$ cat src/rtl/wdtc_pkg.sv
// Package of constants and types for the watchdog timer control block.
package wdtc_pkg;

    // ==========================================================
    // Register map
    localparam logic [7:0] WDTC_CTRL_OFF   = 8'hd8;
    localparam logic [7:0] WDTC_IRQEN_OFF  = 8'hd9;
    localparam logic [7:0] WDTC_CNT_OFF    = 8'hda;

    // ==========================================================
    // Control and interrupt enable register fields
    localparam int WDTC_SEL_HI_BIT  = 7;
    localparam int WDTC_SEL_LO_BIT  = 6;
    localparam int WDTC_IRQF_BIT    = 3;
    localparam int WDTC_RSTF_BIT    = 2;
    localparam int WDTC_RSTEN_BIT   = 1;
    localparam int WDTC_RESTART_BIT = 0;
    localparam int WDTC_IRQEN_BIT   = 0;

    // ==========================================================
    // Reset values
    localparam logic [7:0] WDTC_CTRL_RST  = 8'hd0;
    localparam logic [1:0] WDTC_SEL_RST   = 2'h3;
    localparam logic [1:0] WDTC_RSV_RST   = 2'h1;

    // ==========================================================
    // Time-out counts
    localparam int         WDTC_CNT_W      = 22;
    localparam int         WDTC_BASE_SHIFT = 16;
    localparam logic [5:0] WDTC_MULT_M0    = 6'h01;
    localparam logic [5:0] WDTC_MULT_M1    = 6'h04;
    localparam logic [5:0] WDTC_MULT_M2    = 6'h10;
    localparam logic [5:0] WDTC_MULT_M3    = 6'h20;
    localparam int         WDTC_RST_GAP    = 256;
    localparam int         WDTC_RST_DELAY  = 512;
    localparam int         WDTC_DLY_W      = 10;

    // ==========================================================
    // Types
    typedef enum logic [2:0] {
        WDTC_ST_RUN  = 3'b001,
        WDTC_ST_WAIT = 3'b010,
        WDTC_ST_DONE = 3'b100
    } wdtc_state_t;

    typedef struct packed {
        logic       wr;
        logic       rd;
        logic [7:0] addr;
        logic [7:0] wdata;
    } wdtc_bus_t;

endpackage : wdtc_pkg

$ cat src/rtl/wdtc_tmo_dec.sv
// Period select decoder giving interrupt and reset time-out counts.
`timescale 1ns/1ns
module wdtc_tmo_dec
    import wdtc_pkg::*;
(
    input  wire logic [1:0]            sel_i,
    output logic      [WDTC_CNT_W-1:0] irq_cnt_o,
    output logic      [WDTC_CNT_W-1:0] rst_cnt_o
);

    logic [5:0] mult;

    // ==========================================================
    // Decode
    always_comb begin
        unique case (sel_i)
            2'h0: mult = WDTC_MULT_M0;
            2'h1: mult = WDTC_MULT_M1;
            2'h2: mult = WDTC_MULT_M2;
            2'h3: mult = WDTC_MULT_M3;
        endcase
        irq_cnt_o = {mult, 16'h0000} - WDTC_CNT_W'(1);
        rst_cnt_o = WDTC_CNT_W'({mult, 16'h0000}) + WDTC_CNT_W'(WDTC_RST_GAP - 1);
    end

endmodule : wdtc_tmo_dec

$ cat src/rtl/wdtc_top.sv
// Watchdog timer with control register, interrupt and device reset request.
//
// Contract
// - The period select chooses 1, 4, 16 or 32 times 2^16 clocks to the interrupt, the count wrapping to zero 256 later.
// - With reset enabled, a time-out raises the reset 512 clocks after the flag unless restarted.
// - Every time-out sets the interrupt flag; the interrupt line needs the interrupt enable.
// - The interrupt flag stays set until software clears it and keeps requesting meanwhile.
// - Software writing one to the interrupt flag requests an interrupt when enabled.
// - A watchdog reset sets the reset flag, which software must clear.
// - Software writing one to the reset flag only stores it and causes no reset.
// - With reset disabled, time-outs leave the reset flag alone.
// - The reset enable permits or blocks the device reset while the counter runs on.
// - The reset enable has no effect on the interrupt.
// - Writing one to the restart bit zeroes the count and the bit reads back zero.
//
// The plain strobed port was chosen for this implementation.
`timescale 1ns/1ns
module wdtc_top
    import wdtc_pkg::*;
#(
    parameter int CNT_W = WDTC_CNT_W
)(
    input  wire logic       core_clk_i,
    input  wire logic       rst_n_i,
    input  wire logic [7:0] addr_i,
    input  wire logic [7:0] wdata_i,
    input  wire logic       wr_i,
    input  wire logic       rd_i,
    output logic      [7:0] rdata_o,
    output logic            irq_o,
    output logic            dev_rst_o
);
    import wdtc_pkg::*;

    wdtc_bus_t              bus;
    logic [1:0]             sel_reg, sel_next;
    logic [1:0]             rsv_reg, rsv_next;
    logic                   irqf_reg, irqf_next;
    logic                   rstf_reg, rstf_next;
    logic                   rsten_reg, rsten_next;
    logic                   irqen_reg, irqen_next;
    logic [CNT_W-1:0]       cnt_reg, cnt_next;
    logic [WDTC_DLY_W-1:0]  dly_reg, dly_next;
    wdtc_state_t            st_reg, st_next;
    logic [7:0]             rdata_reg, rdata_next;
    logic                   irq_reg, irq_next;
    logic                   drst_reg, drst_next;
    logic [CNT_W-1:0]       irq_cnt;
    logic [CNT_W-1:0]       rst_cnt;
    logic                   ctrl_wr;
    logic                   restart;
    logic                   tmo_irq;
    logic                   tmo_rst;
    logic                   fire;

    assign bus = '{wr: wr_i, rd: rd_i, addr: addr_i, wdata: wdata_i};

    // ==========================================================
    // Time-out decoder
    wdtc_tmo_dec u_dec (
        .sel_i     (sel_reg),
        .irq_cnt_o (irq_cnt),
        .rst_cnt_o (rst_cnt)
    );

    assign ctrl_wr = bus.wr && (bus.addr == WDTC_CTRL_OFF);
    assign restart = ctrl_wr && bus.wdata[WDTC_RESTART_BIT];
    assign tmo_irq = (cnt_reg == irq_cnt);
    assign tmo_rst = (cnt_reg == rst_cnt);

    // ==========================================================
    // Counter and reset sequencer
    always_comb begin
        cnt_next = cnt_reg + CNT_W'(1);
        dly_next = dly_reg;
        st_next  = st_reg;
        fire     = 1'b0;
        if (restart) begin
            cnt_next = '0;
            dly_next = '0;
            st_next  = WDTC_ST_RUN;
        end else begin
            if (tmo_rst) begin
                cnt_next = '0;
            end
            unique case (st_reg)
                WDTC_ST_RUN: begin
                    if (tmo_irq && rsten_reg) begin
                        st_next  = WDTC_ST_WAIT;
                        dly_next = '0;
                    end
                end
                WDTC_ST_WAIT: begin
                    dly_next = dly_reg + WDTC_DLY_W'(1);
                    if (!rsten_reg) begin
                        st_next = WDTC_ST_RUN;
                    end else if (dly_reg == WDTC_DLY_W'(WDTC_RST_DELAY - 1)) begin
                        st_next = WDTC_ST_DONE;
                        fire    = 1'b1;
                    end
                end
                WDTC_ST_DONE: begin
                    st_next = WDTC_ST_RUN;
                end
                default: begin
                    st_next = WDTC_ST_RUN;
                end
            endcase
        end
    end

    always_ff @(posedge core_clk_i or negedge rst_n_i) begin
        if (!rst_n_i) begin
            cnt_reg <= '0;
            dly_reg <= '0;
            st_reg  <= WDTC_ST_RUN;
        end else begin
            cnt_reg <= cnt_next;
            dly_reg <= dly_next;
            st_reg  <= st_next;
        end
    end

    // ==========================================================
    // Registers, flags and outputs
    always_comb begin
        sel_next   = sel_reg;
        rsv_next   = rsv_reg;
        irqf_next  = irqf_reg;
        rstf_next  = rstf_reg;
        rsten_next = rsten_reg;
        irqen_next = irqen_reg;
        if (ctrl_wr) begin
            sel_next   = {bus.wdata[WDTC_SEL_HI_BIT], bus.wdata[WDTC_SEL_LO_BIT]};
            rsv_next   = bus.wdata[5:4];
            irqf_next  = bus.wdata[WDTC_IRQF_BIT];
            rstf_next  = bus.wdata[WDTC_RSTF_BIT];
            rsten_next = bus.wdata[WDTC_RSTEN_BIT];
        end
        if (bus.wr && (bus.addr == WDTC_IRQEN_OFF)) begin
            irqen_next = bus.wdata[WDTC_IRQEN_BIT];
        end
        if (tmo_irq) begin
            irqf_next = 1'b1;
        end
        if (fire && rsten_reg) begin
            rstf_next = 1'b1;
        end
        irq_next  = irqf_next && irqen_next;
        drst_next = fire;
        rdata_next = 8'h00;
        if (bus.rd) begin
            unique case (bus.addr)
                WDTC_CTRL_OFF:  rdata_next = {sel_reg, rsv_reg, irqf_reg, rstf_reg,
                                              rsten_reg, 1'b0};
                WDTC_IRQEN_OFF: rdata_next = {7'h00, irqen_reg};
                WDTC_CNT_OFF:   rdata_next = cnt_reg[CNT_W-1:CNT_W-8];
                default:        rdata_next = 8'h00;
            endcase
        end
    end

    always_ff @(posedge core_clk_i or negedge rst_n_i) begin
        if (!rst_n_i) begin
            sel_reg   <= WDTC_SEL_RST;
            rsv_reg   <= WDTC_RSV_RST;
            irqf_reg  <= 1'b0;
            rstf_reg  <= 1'b0;
            rsten_reg <= 1'b0;
            irqen_reg <= 1'b0;
            irq_reg   <= 1'b0;
            drst_reg  <= 1'b0;
            rdata_reg <= 8'h00;
        end else begin
            sel_reg   <= sel_next;
            rsv_reg   <= rsv_next;
            irqf_reg  <= irqf_next;
            rstf_reg  <= rstf_next;
            rsten_reg <= rsten_next;
            irqen_reg <= irqen_next;
            irq_reg   <= irq_next;
            drst_reg  <= drst_next;
            rdata_reg <= rdata_next;
        end
    end

    assign rdata_o   = rdata_reg;
    assign irq_o     = irq_reg;
    assign dev_rst_o = drst_reg;

endmodule : wdtc_top

$ cat config.mk
export PLATFORM = sky130hd
export DESIGN_NAME = wdtc_top
export DESIGN_NICKNAME = d
export VERILOG_FILES = /design/src/rtl/wdtc_pkg.sv /design/src/rtl/wdtc_tmo_dec.sv /design/src/rtl/wdtc_top.sv
export SDC_FILE = /design/constraint.sdc
export NUM_CORES = 1
export LEC_CHECK = 0
export ABC_AREA = 0
export BUFFER_PORTS_ARGS = -buffer_cell sky130_fd_sc_hd__buf_2
export CAP_MARGIN = 20
export CELL_PAD_IN_SITES_DETAIL_PLACEMENT = 1
export CELL_PAD_IN_SITES_GLOBAL_PLACEMENT = 1
export CORE_ASPECT_RATIO = 1.2
export CORE_MARGIN = 3
export CORE_UTILIZATION = 45
export CTS_BUF_LIST = sky130_fd_sc_hd__clkbuf_4
export CTS_CLUSTER_DIAMETER = 30
export DETAILED_ROUTE_END_ITERATION = 10
export GPL_TIMING_DRIVEN = 0
export MAX_ROUTING_LAYER = met4
export PLACE_DENSITY = 0.79
export SETUP_SLACK_MARGIN = 0.5
export SYNTH_ARGS = -nofsm -noshare
export SYNTH_HDL_FRONTEND = slang
export SYNTH_SLANG_ARGS = --single-unit
$ cat constraint.sdc
create_clock -name core_clk_i -period 3.15 [get_ports core_clk_i]
set_clock_uncertainty 0.2 [all_clocks]
set_input_delay 0.63 -clock core_clk_i [delete_from_list [all_inputs] [get_ports core_clk_i]]
set_output_delay 0.63 -clock core_clk_i [all_outputs]
set_load 0.005 [all_outputs]
==> results of run 1 <==
where the power goes:
part | internal [mW] | total (mW) | switching [mW]
Clock | 0.178 | 0.391 | 0.213
Sequential | 0.737 | 0.797 | 0.0597
Combinational | 0.0997 | 0.210 | 0.111
Total | 1.02 | 1.40 | 0.384
Yosys cell counts, types with 2 or more instances:
library cell / instances
dfrtp_1: 49
nor2_1: 39
nand3_1: 21
nand2_1: 20
xor2_1: 15
nor3_1: 9
mux2i_1: 8
a211o_1: 7
and3_1: 7
and3_2: 7
o21ai_0: 7
xnor2_1: 7
inv_1: 6
a21oi_1: 5
and2_1: 4
buf_2: 4
dfstp_2: 4
mux2_2: 4
nor4_1: 4
ha_1: 3
nand2b_1: 3
nand4_1: 3
buf_6: 2
clkbuf_1: 2
nand4b_1: 2
nor2b_1: 2
nor3b_2: 2
or2_2: 2
stage by stage:
| stage | setup WS, ns | hold WS (ns) | instances |
|---|---|---|---|
| 2_1_floorplan | 0.7035 | 0.1344 | 267 |
| 5_1_grt | 0.5019 | 0.2288 | 389 |
| 3_5_place_dp | 0.4835 | 0.2801 | 376 |
| 6_report | 0.6193 | 0.2477 | 389 |
| 3_3_place_gp | 0.5123 | 0.2761 | 375 |
| 4_1_cts | 0.5287 | 0.2217 | 386 |
routing by layer:
layer / vias to the layer above / GRT usage, % / routed length [um]
met3: 10 / 3.472 / 151
met1: 1081 / 20.72 / 2551
met2: 23 / 36.34 / 3439
met5: - / - / 0
li1: 1014 / - / -
met4: 0 / 5.891 / 80
cell families (layout without fill, tap and decap cells):
group / Yosys count / after routing / synth area share (%)
multiplexers: 12 / 12 / 4.617
XOR/XNOR: 22 / 22 / 7.110
adder cells (fa/ha/maj): 3 / 3 / 1.385
buffers and inverters: 14 / 56 / 2.678
flip-flops: 53 / 53 / 49.12
AND/OR/NAND/NOR: 136 / 136 / 28.30
AO/OA/AOI/OAI: 27 / 27 / 6.787
layout by cell type, fill, tap and decap left out, types with 8 or more instances in the layout:
cell,n
nor3_1,9
xor2_1,15
mux2i_1,8
nand3_1,21
buf_2,31
nor2_1,38
dfrtp_1,49
nand2_1,20
cell type report:
| cell class | count | area (um^2) |
|---|---|---|
| Fill cell | 669 | 2640 |
| Sequential cell | 53 | 1331 |
| Multi-Input combinational cell | 200 | 1309 |
| Timing Repair Buffer | 34 | 200.2 |
| Tap cell | 80 | 100.1 |
| Buffer | 8 | 56.30 |
| Clock buffer | 6 | 45.04 |
| Clock inverter | 2 | 38.79 |
| Inverter | 6 | 22.52 |
worst max-delay path by stage:
stage                             to  slack (ns)
final                     dly_reg[9]        0.62
after global routing      dly_reg[9]        0.50
after CTS                 dly_reg[3]        0.53
after detailed placement  dly_reg[3]        0.48
after global placement    dly_reg[9]        0.51
after floorplan           dly_reg[3]        0.70
worst max-delay path, stage by stage (launching register included):
cell	delay (ns)
dfstp_2	0.56
buf_6	0.11
nor2_2	0.04
inv_1	0.06
ha_1	0.23
xor2_1	0.14
nand3_1	0.10
nor3b_2	0.24
nand4_2	0.15
and2_4	0.18
buf_6	0.12
a211o_1	0.29
repair_timing:
item	in CTS	in global routing
setup buffers	1	3
hold endpoints to repair	13	0
gates resized for setup	1	2
pin swaps	2	3
hold buffers	1	0
endpoints found under the setup margin	6	8
==> qor.txt, run 1 <==
status: completed
Vias/cell: 5.470
clock buffer depth: 2
layout cells sized above 1: 24.27%
row cnt: 30
pin count of the biggest net entering global routing: 38
Slew Limit Fails: 0
hold endpoint: rsten_reg
Primary FF master, synth: dfrtp_1
grt ovf: 0
minimum clock period: 2.531 ns
Clock Latency Late Sink: 0.37 ns
number of CTS-inserted buffers: 5
Avg WL per Cell: 15.99 um
Synth area leaders: dfrtp_1, nor2_1, xor2_1
RSZ-0062 raised after global routing: no
worst endpoint required time: 3.23 ns
WL final: 6222 um
Final Instance Area: 0.003103 mm^2
Die X: 76.84 um
vias in the first global route: 2308
Mapped Area: 0.002710 mm^2
CP endpoint kind: flop
CP startpoint kind: flop
Setup Viol. Count Final: 0
total track usage: 19.48%
Max Clk Rate: 0.3951 GHz
initial antenna violation count: 0
kind of critical path: reg2reg
Yosys top cell area share: 45.24%
Worst-path clk slew: 0.15 ns
Pre-Repair DR Iteration Count: 4
total power: 1.399 mW
max FFs per register: 22
cell count of the worst hold path: 3
Fin Setup TNS: 0 ns
Max Cap Violations: 0
first-pass GRT wire length: 10710 um
CP arrival: 2.61 ns
TritonCTS clock tree: built
worst slew pin tran: 0.4997 ns
Synth Register Bits: 53
pwr dens: 450.8 mW/mm^2
Syn Nets: 290
DR vias: 2128
minimum setup slack among reg-to-reg paths: 0.62 ns
crit path from: sel_reg[1]
Initial Util: 47.19%
worst reg2reg path depth: 11
Hold Path Class: in2reg
peak supply drop: 0.2369 mV
Synth Warn #: 0
DRC violation count after routing: 0
Leak Pwr: 1.534 nW
Starting DRT DRC Count: 52
Yosys cell types: 47
Placed Area: 0.002970 mm^2
Layout area overhead: 14.50%
Root Driver: clkbuf_4
worst r2r dst: dly_reg[9]
Reg-to-Reg Start: sel_reg[1]
GPL Wtd Cong: 0.8077
async set-reset flop share out of synthesis: 100.0%
Crit Path Max Fanout: 7
largest area contributor in the netlist: dfrtp_1
nets: 331
Clock Sinks: 53
IO Port Bufs: 28
Util after Layout: 54.03%
height of the chip: 91.01 um
Cells after Synth: 267
CTS H-tree lvls: 2
I/O pin count: 30
Relative slew margins: 66.69%
Final HPWL DP: 4578 um
Die ar.: 0.006993 mm^2
number of synthesized flops with an enable pin: 0
sequential share of the synthesized area: 49.12%
final hold vios: 0
number of antenna diodes: 0
ANT nets after route: 0
Mean Syn Cell Area: 10.15 um^2
hold path start: wdata_i[1]
core area: 0.005743 mm^2
Final Cycle Share: 80.34%
Power figures use the tool's default switching activity.
==> inputs of run 2 (changes only) <==
Settings changed: CORE_UTILIZATION 45 to 43.
Clock period 3.15 ns to 2.2 ns, I/O delays scaled along.
==> run 2 against run 1 <==
Non-clock buffer count rose by 23. Utilization up 5.8 points. Design area rose by 17%. The flow now finishes with violations (setup timing). Cell count rose by 6.4%. Die area increased by 4.3%. Count of clock-buffer cells in the layout shrank 1. Combinational power increased by 150%. Critical endpoint is now dly_reg[8]. Global-route usage rose by 2.3 points. Worst hold slack got worse by 0.21 ns.
==> qor.txt, run 2 (synthesized netlist as in run 1, its figures left out) <==
status: finished with violations
failing checks: setup timing
fillcell total: 669
Max Clk Rate: 0.4129 GHz
Fin Setup TNS: -2.156 ns
FF/Latch Area: 0.001336 mm^2
Layout area overhead: 34.49%
worst slew pin tran: 0.4236 ns
CP endpoint kind: flop
hold path start: wdata_i[6]
height of the chip: 92.97 um
Initial Util: 44.50%
cell count of the worst hold path: 3
clock buffer depth: 2
Worst-path clk slew: 0.17 ns
Crit Path Max Fanout: 7
TritonCTS clock tree: built
Die ar.: 0.007295 mm^2
Starting DRT DRC Count: 37
Setup Viol. Count Final: 12
Clock Latency Late Sink: 0.39 ns
final hold vios: 0
Root Driver: clkbuf_4
worst reg2reg path depth: 10
hold endpoint: sel_reg[0]
commonest non-fill, non-tap cell in the layout: dfrtp_1
pre-CTS WS: -0.3154 ns
first-pass GRT wire length: 12170 um
Slew Limit Fails: 0
Final Cycle Share: 110.1%
number of antenna diodes: 0
CP arrival: 2.53 ns
max FFs per register: 22
GPL Wtd Cong: 0.7667
worst r2r dst: dly_reg[8]
WL final: 7365 um
nets: 354
worst endpoint required time: 2.30 ns
layout cells sized above 1: 44.88%
ANT nets after route: 0
worst hold slack: 0.03860 ns
Final HPWL DP: 4484 um
DR vias: 2239
RSZ-0062 raised after global routing: yes
Pre-Repair DR Iteration Count: 4
pin count of the biggest net entering global routing: 37
minimum clock period: 2.422 ns
number of CTS-inserted buffers: 5
I/O pin count: 30
core area: 0.006090 mm^2
Hold Path Class: in2reg
total track usage: 21.81%
Reg-to-Reg Start: sel_reg[1]
CTS H-tree lvls: 2
Leak Pwr: 1.708 nW
Clock Sinks: 53
final worst slack: -0.2219 ns
grt ovf: 0
IO Port Bufs: 28
Die X: 78.47 um
total power: 2.113 mW
CP startpoint kind: flop
minimum setup slack among reg-to-reg paths: -0.22 ns
commonest non-fill, non-tap cells in the layout: dfrtp_1, buf_2, nor2_1
DRC violation count after routing: 0
area of the multi-input gates: 0.001607 mm^2
Relative slew margins: 71.76%
Util after Layout: 59.85%
kind of critical path: reg2reg
initial antenna violation count: 0
pwr dens: 579.7 mW/mm^2
Vias/cell: 5.408
peak supply drop: 0.3848 mV
vias in the first global route: 2445
Avg WL per Cell: 17.79 um
Max Cap Violations: 0
row cnt: 31
==> run 2: cell types whose count changed in the layout (fill, tap and decap cells not counted), sizes merged <==
cell      previous run  this run
clkinv               1         0
clkinvlp             0         3
bufinv               1         0
clkbuf               8         5
buf                 39        64
==> run 2: worst max-delay path: stages, from the launching register on <==
cell	delay, ns
dfstp_2	0.56
buf_6	0.10
nand2b_4	0.12
ha_4	0.20
xor2_1	0.12
nand3_1	0.10
nor3b_2	0.24
nand4_2	0.14
and2_4	0.18
buf_6	0.13
a211o_1	0.25
==> run 2: cell type report <==
class,instances,area share [%]
clock buffer,5,1.030
clock inverter,3,0.6179
timing repair buffer,57,11.36
sequential,53,36.66
multi-input combinational,200,44.08
tap,82,2.815
inverter,6,0.6866
buffer,8,2.746
==> run 2: metal layers <==
layer / wire length (um) / track usage [%] / up-vias / share of wire (%)
met1: 3009 / 25.31 / 1139 / 41
met4: 154 / 5.831 / 0 / 2.1
met5: 0 / - / - / 0
met2: 4078 / 39.21 / 25 / 55
met3: 123 / 3.307 / 15 / 1.7
li1: - / - / 1060 / -
==> run 2: how the worst max path moves through the flow <==
| stage | from | depth (start not counted) | end | slack [ns] |
|---|---|---|---|---|
| after floorplan | sel_reg[1] | 10 | dly_reg[8] | -0.14 |
| after global placement | sel_reg[1] | 10 | dly_reg[9] | -0.31 |
| after detailed placement | sel_reg[1] | 10 | dly_reg[8] | -0.32 |
| after CTS | sel_reg[1] | 10 | dly_reg[8] | -0.21 |
| after global routing | sel_reg[1] | 10 | dly_reg[9] | -0.34 |
| final | sel_reg[1] | 10 | dly_reg[8] | -0.22 |
==> run 2: where the power goes <==
group          switching (mW)  internal (mW)  leakage (nW)
sequential             0.0835           1.06         0.691
combinational           0.259          0.257         0.993
clock                   0.334          0.124        0.0234
==> run 2: per-stage QoR <==
step / cells / instance area (um^2)
2_1_floorplan: 267 / 2828
3_3_place_gp: 377 / 3070
3_5_place_dp: 378 / 3090
4_1_cts: 408 / 3520
5_1_grt: 414 / 3645
6_report: 414 / 3645
==> run 2: repair_timing <==
| action | in CTS | in global routing |
|---|---|---|
| gates cloned | 2 | 0 |
| hold buffers | 1 | 0 |
| endpoints found under the setup margin | 37 | 38 |
| gates resized for setup | 47 | 23 |
| hold endpoints to repair | 14 | 0 |
| buffers inserted | 19 | 6 |
| pin swaps | 20 | 6 |
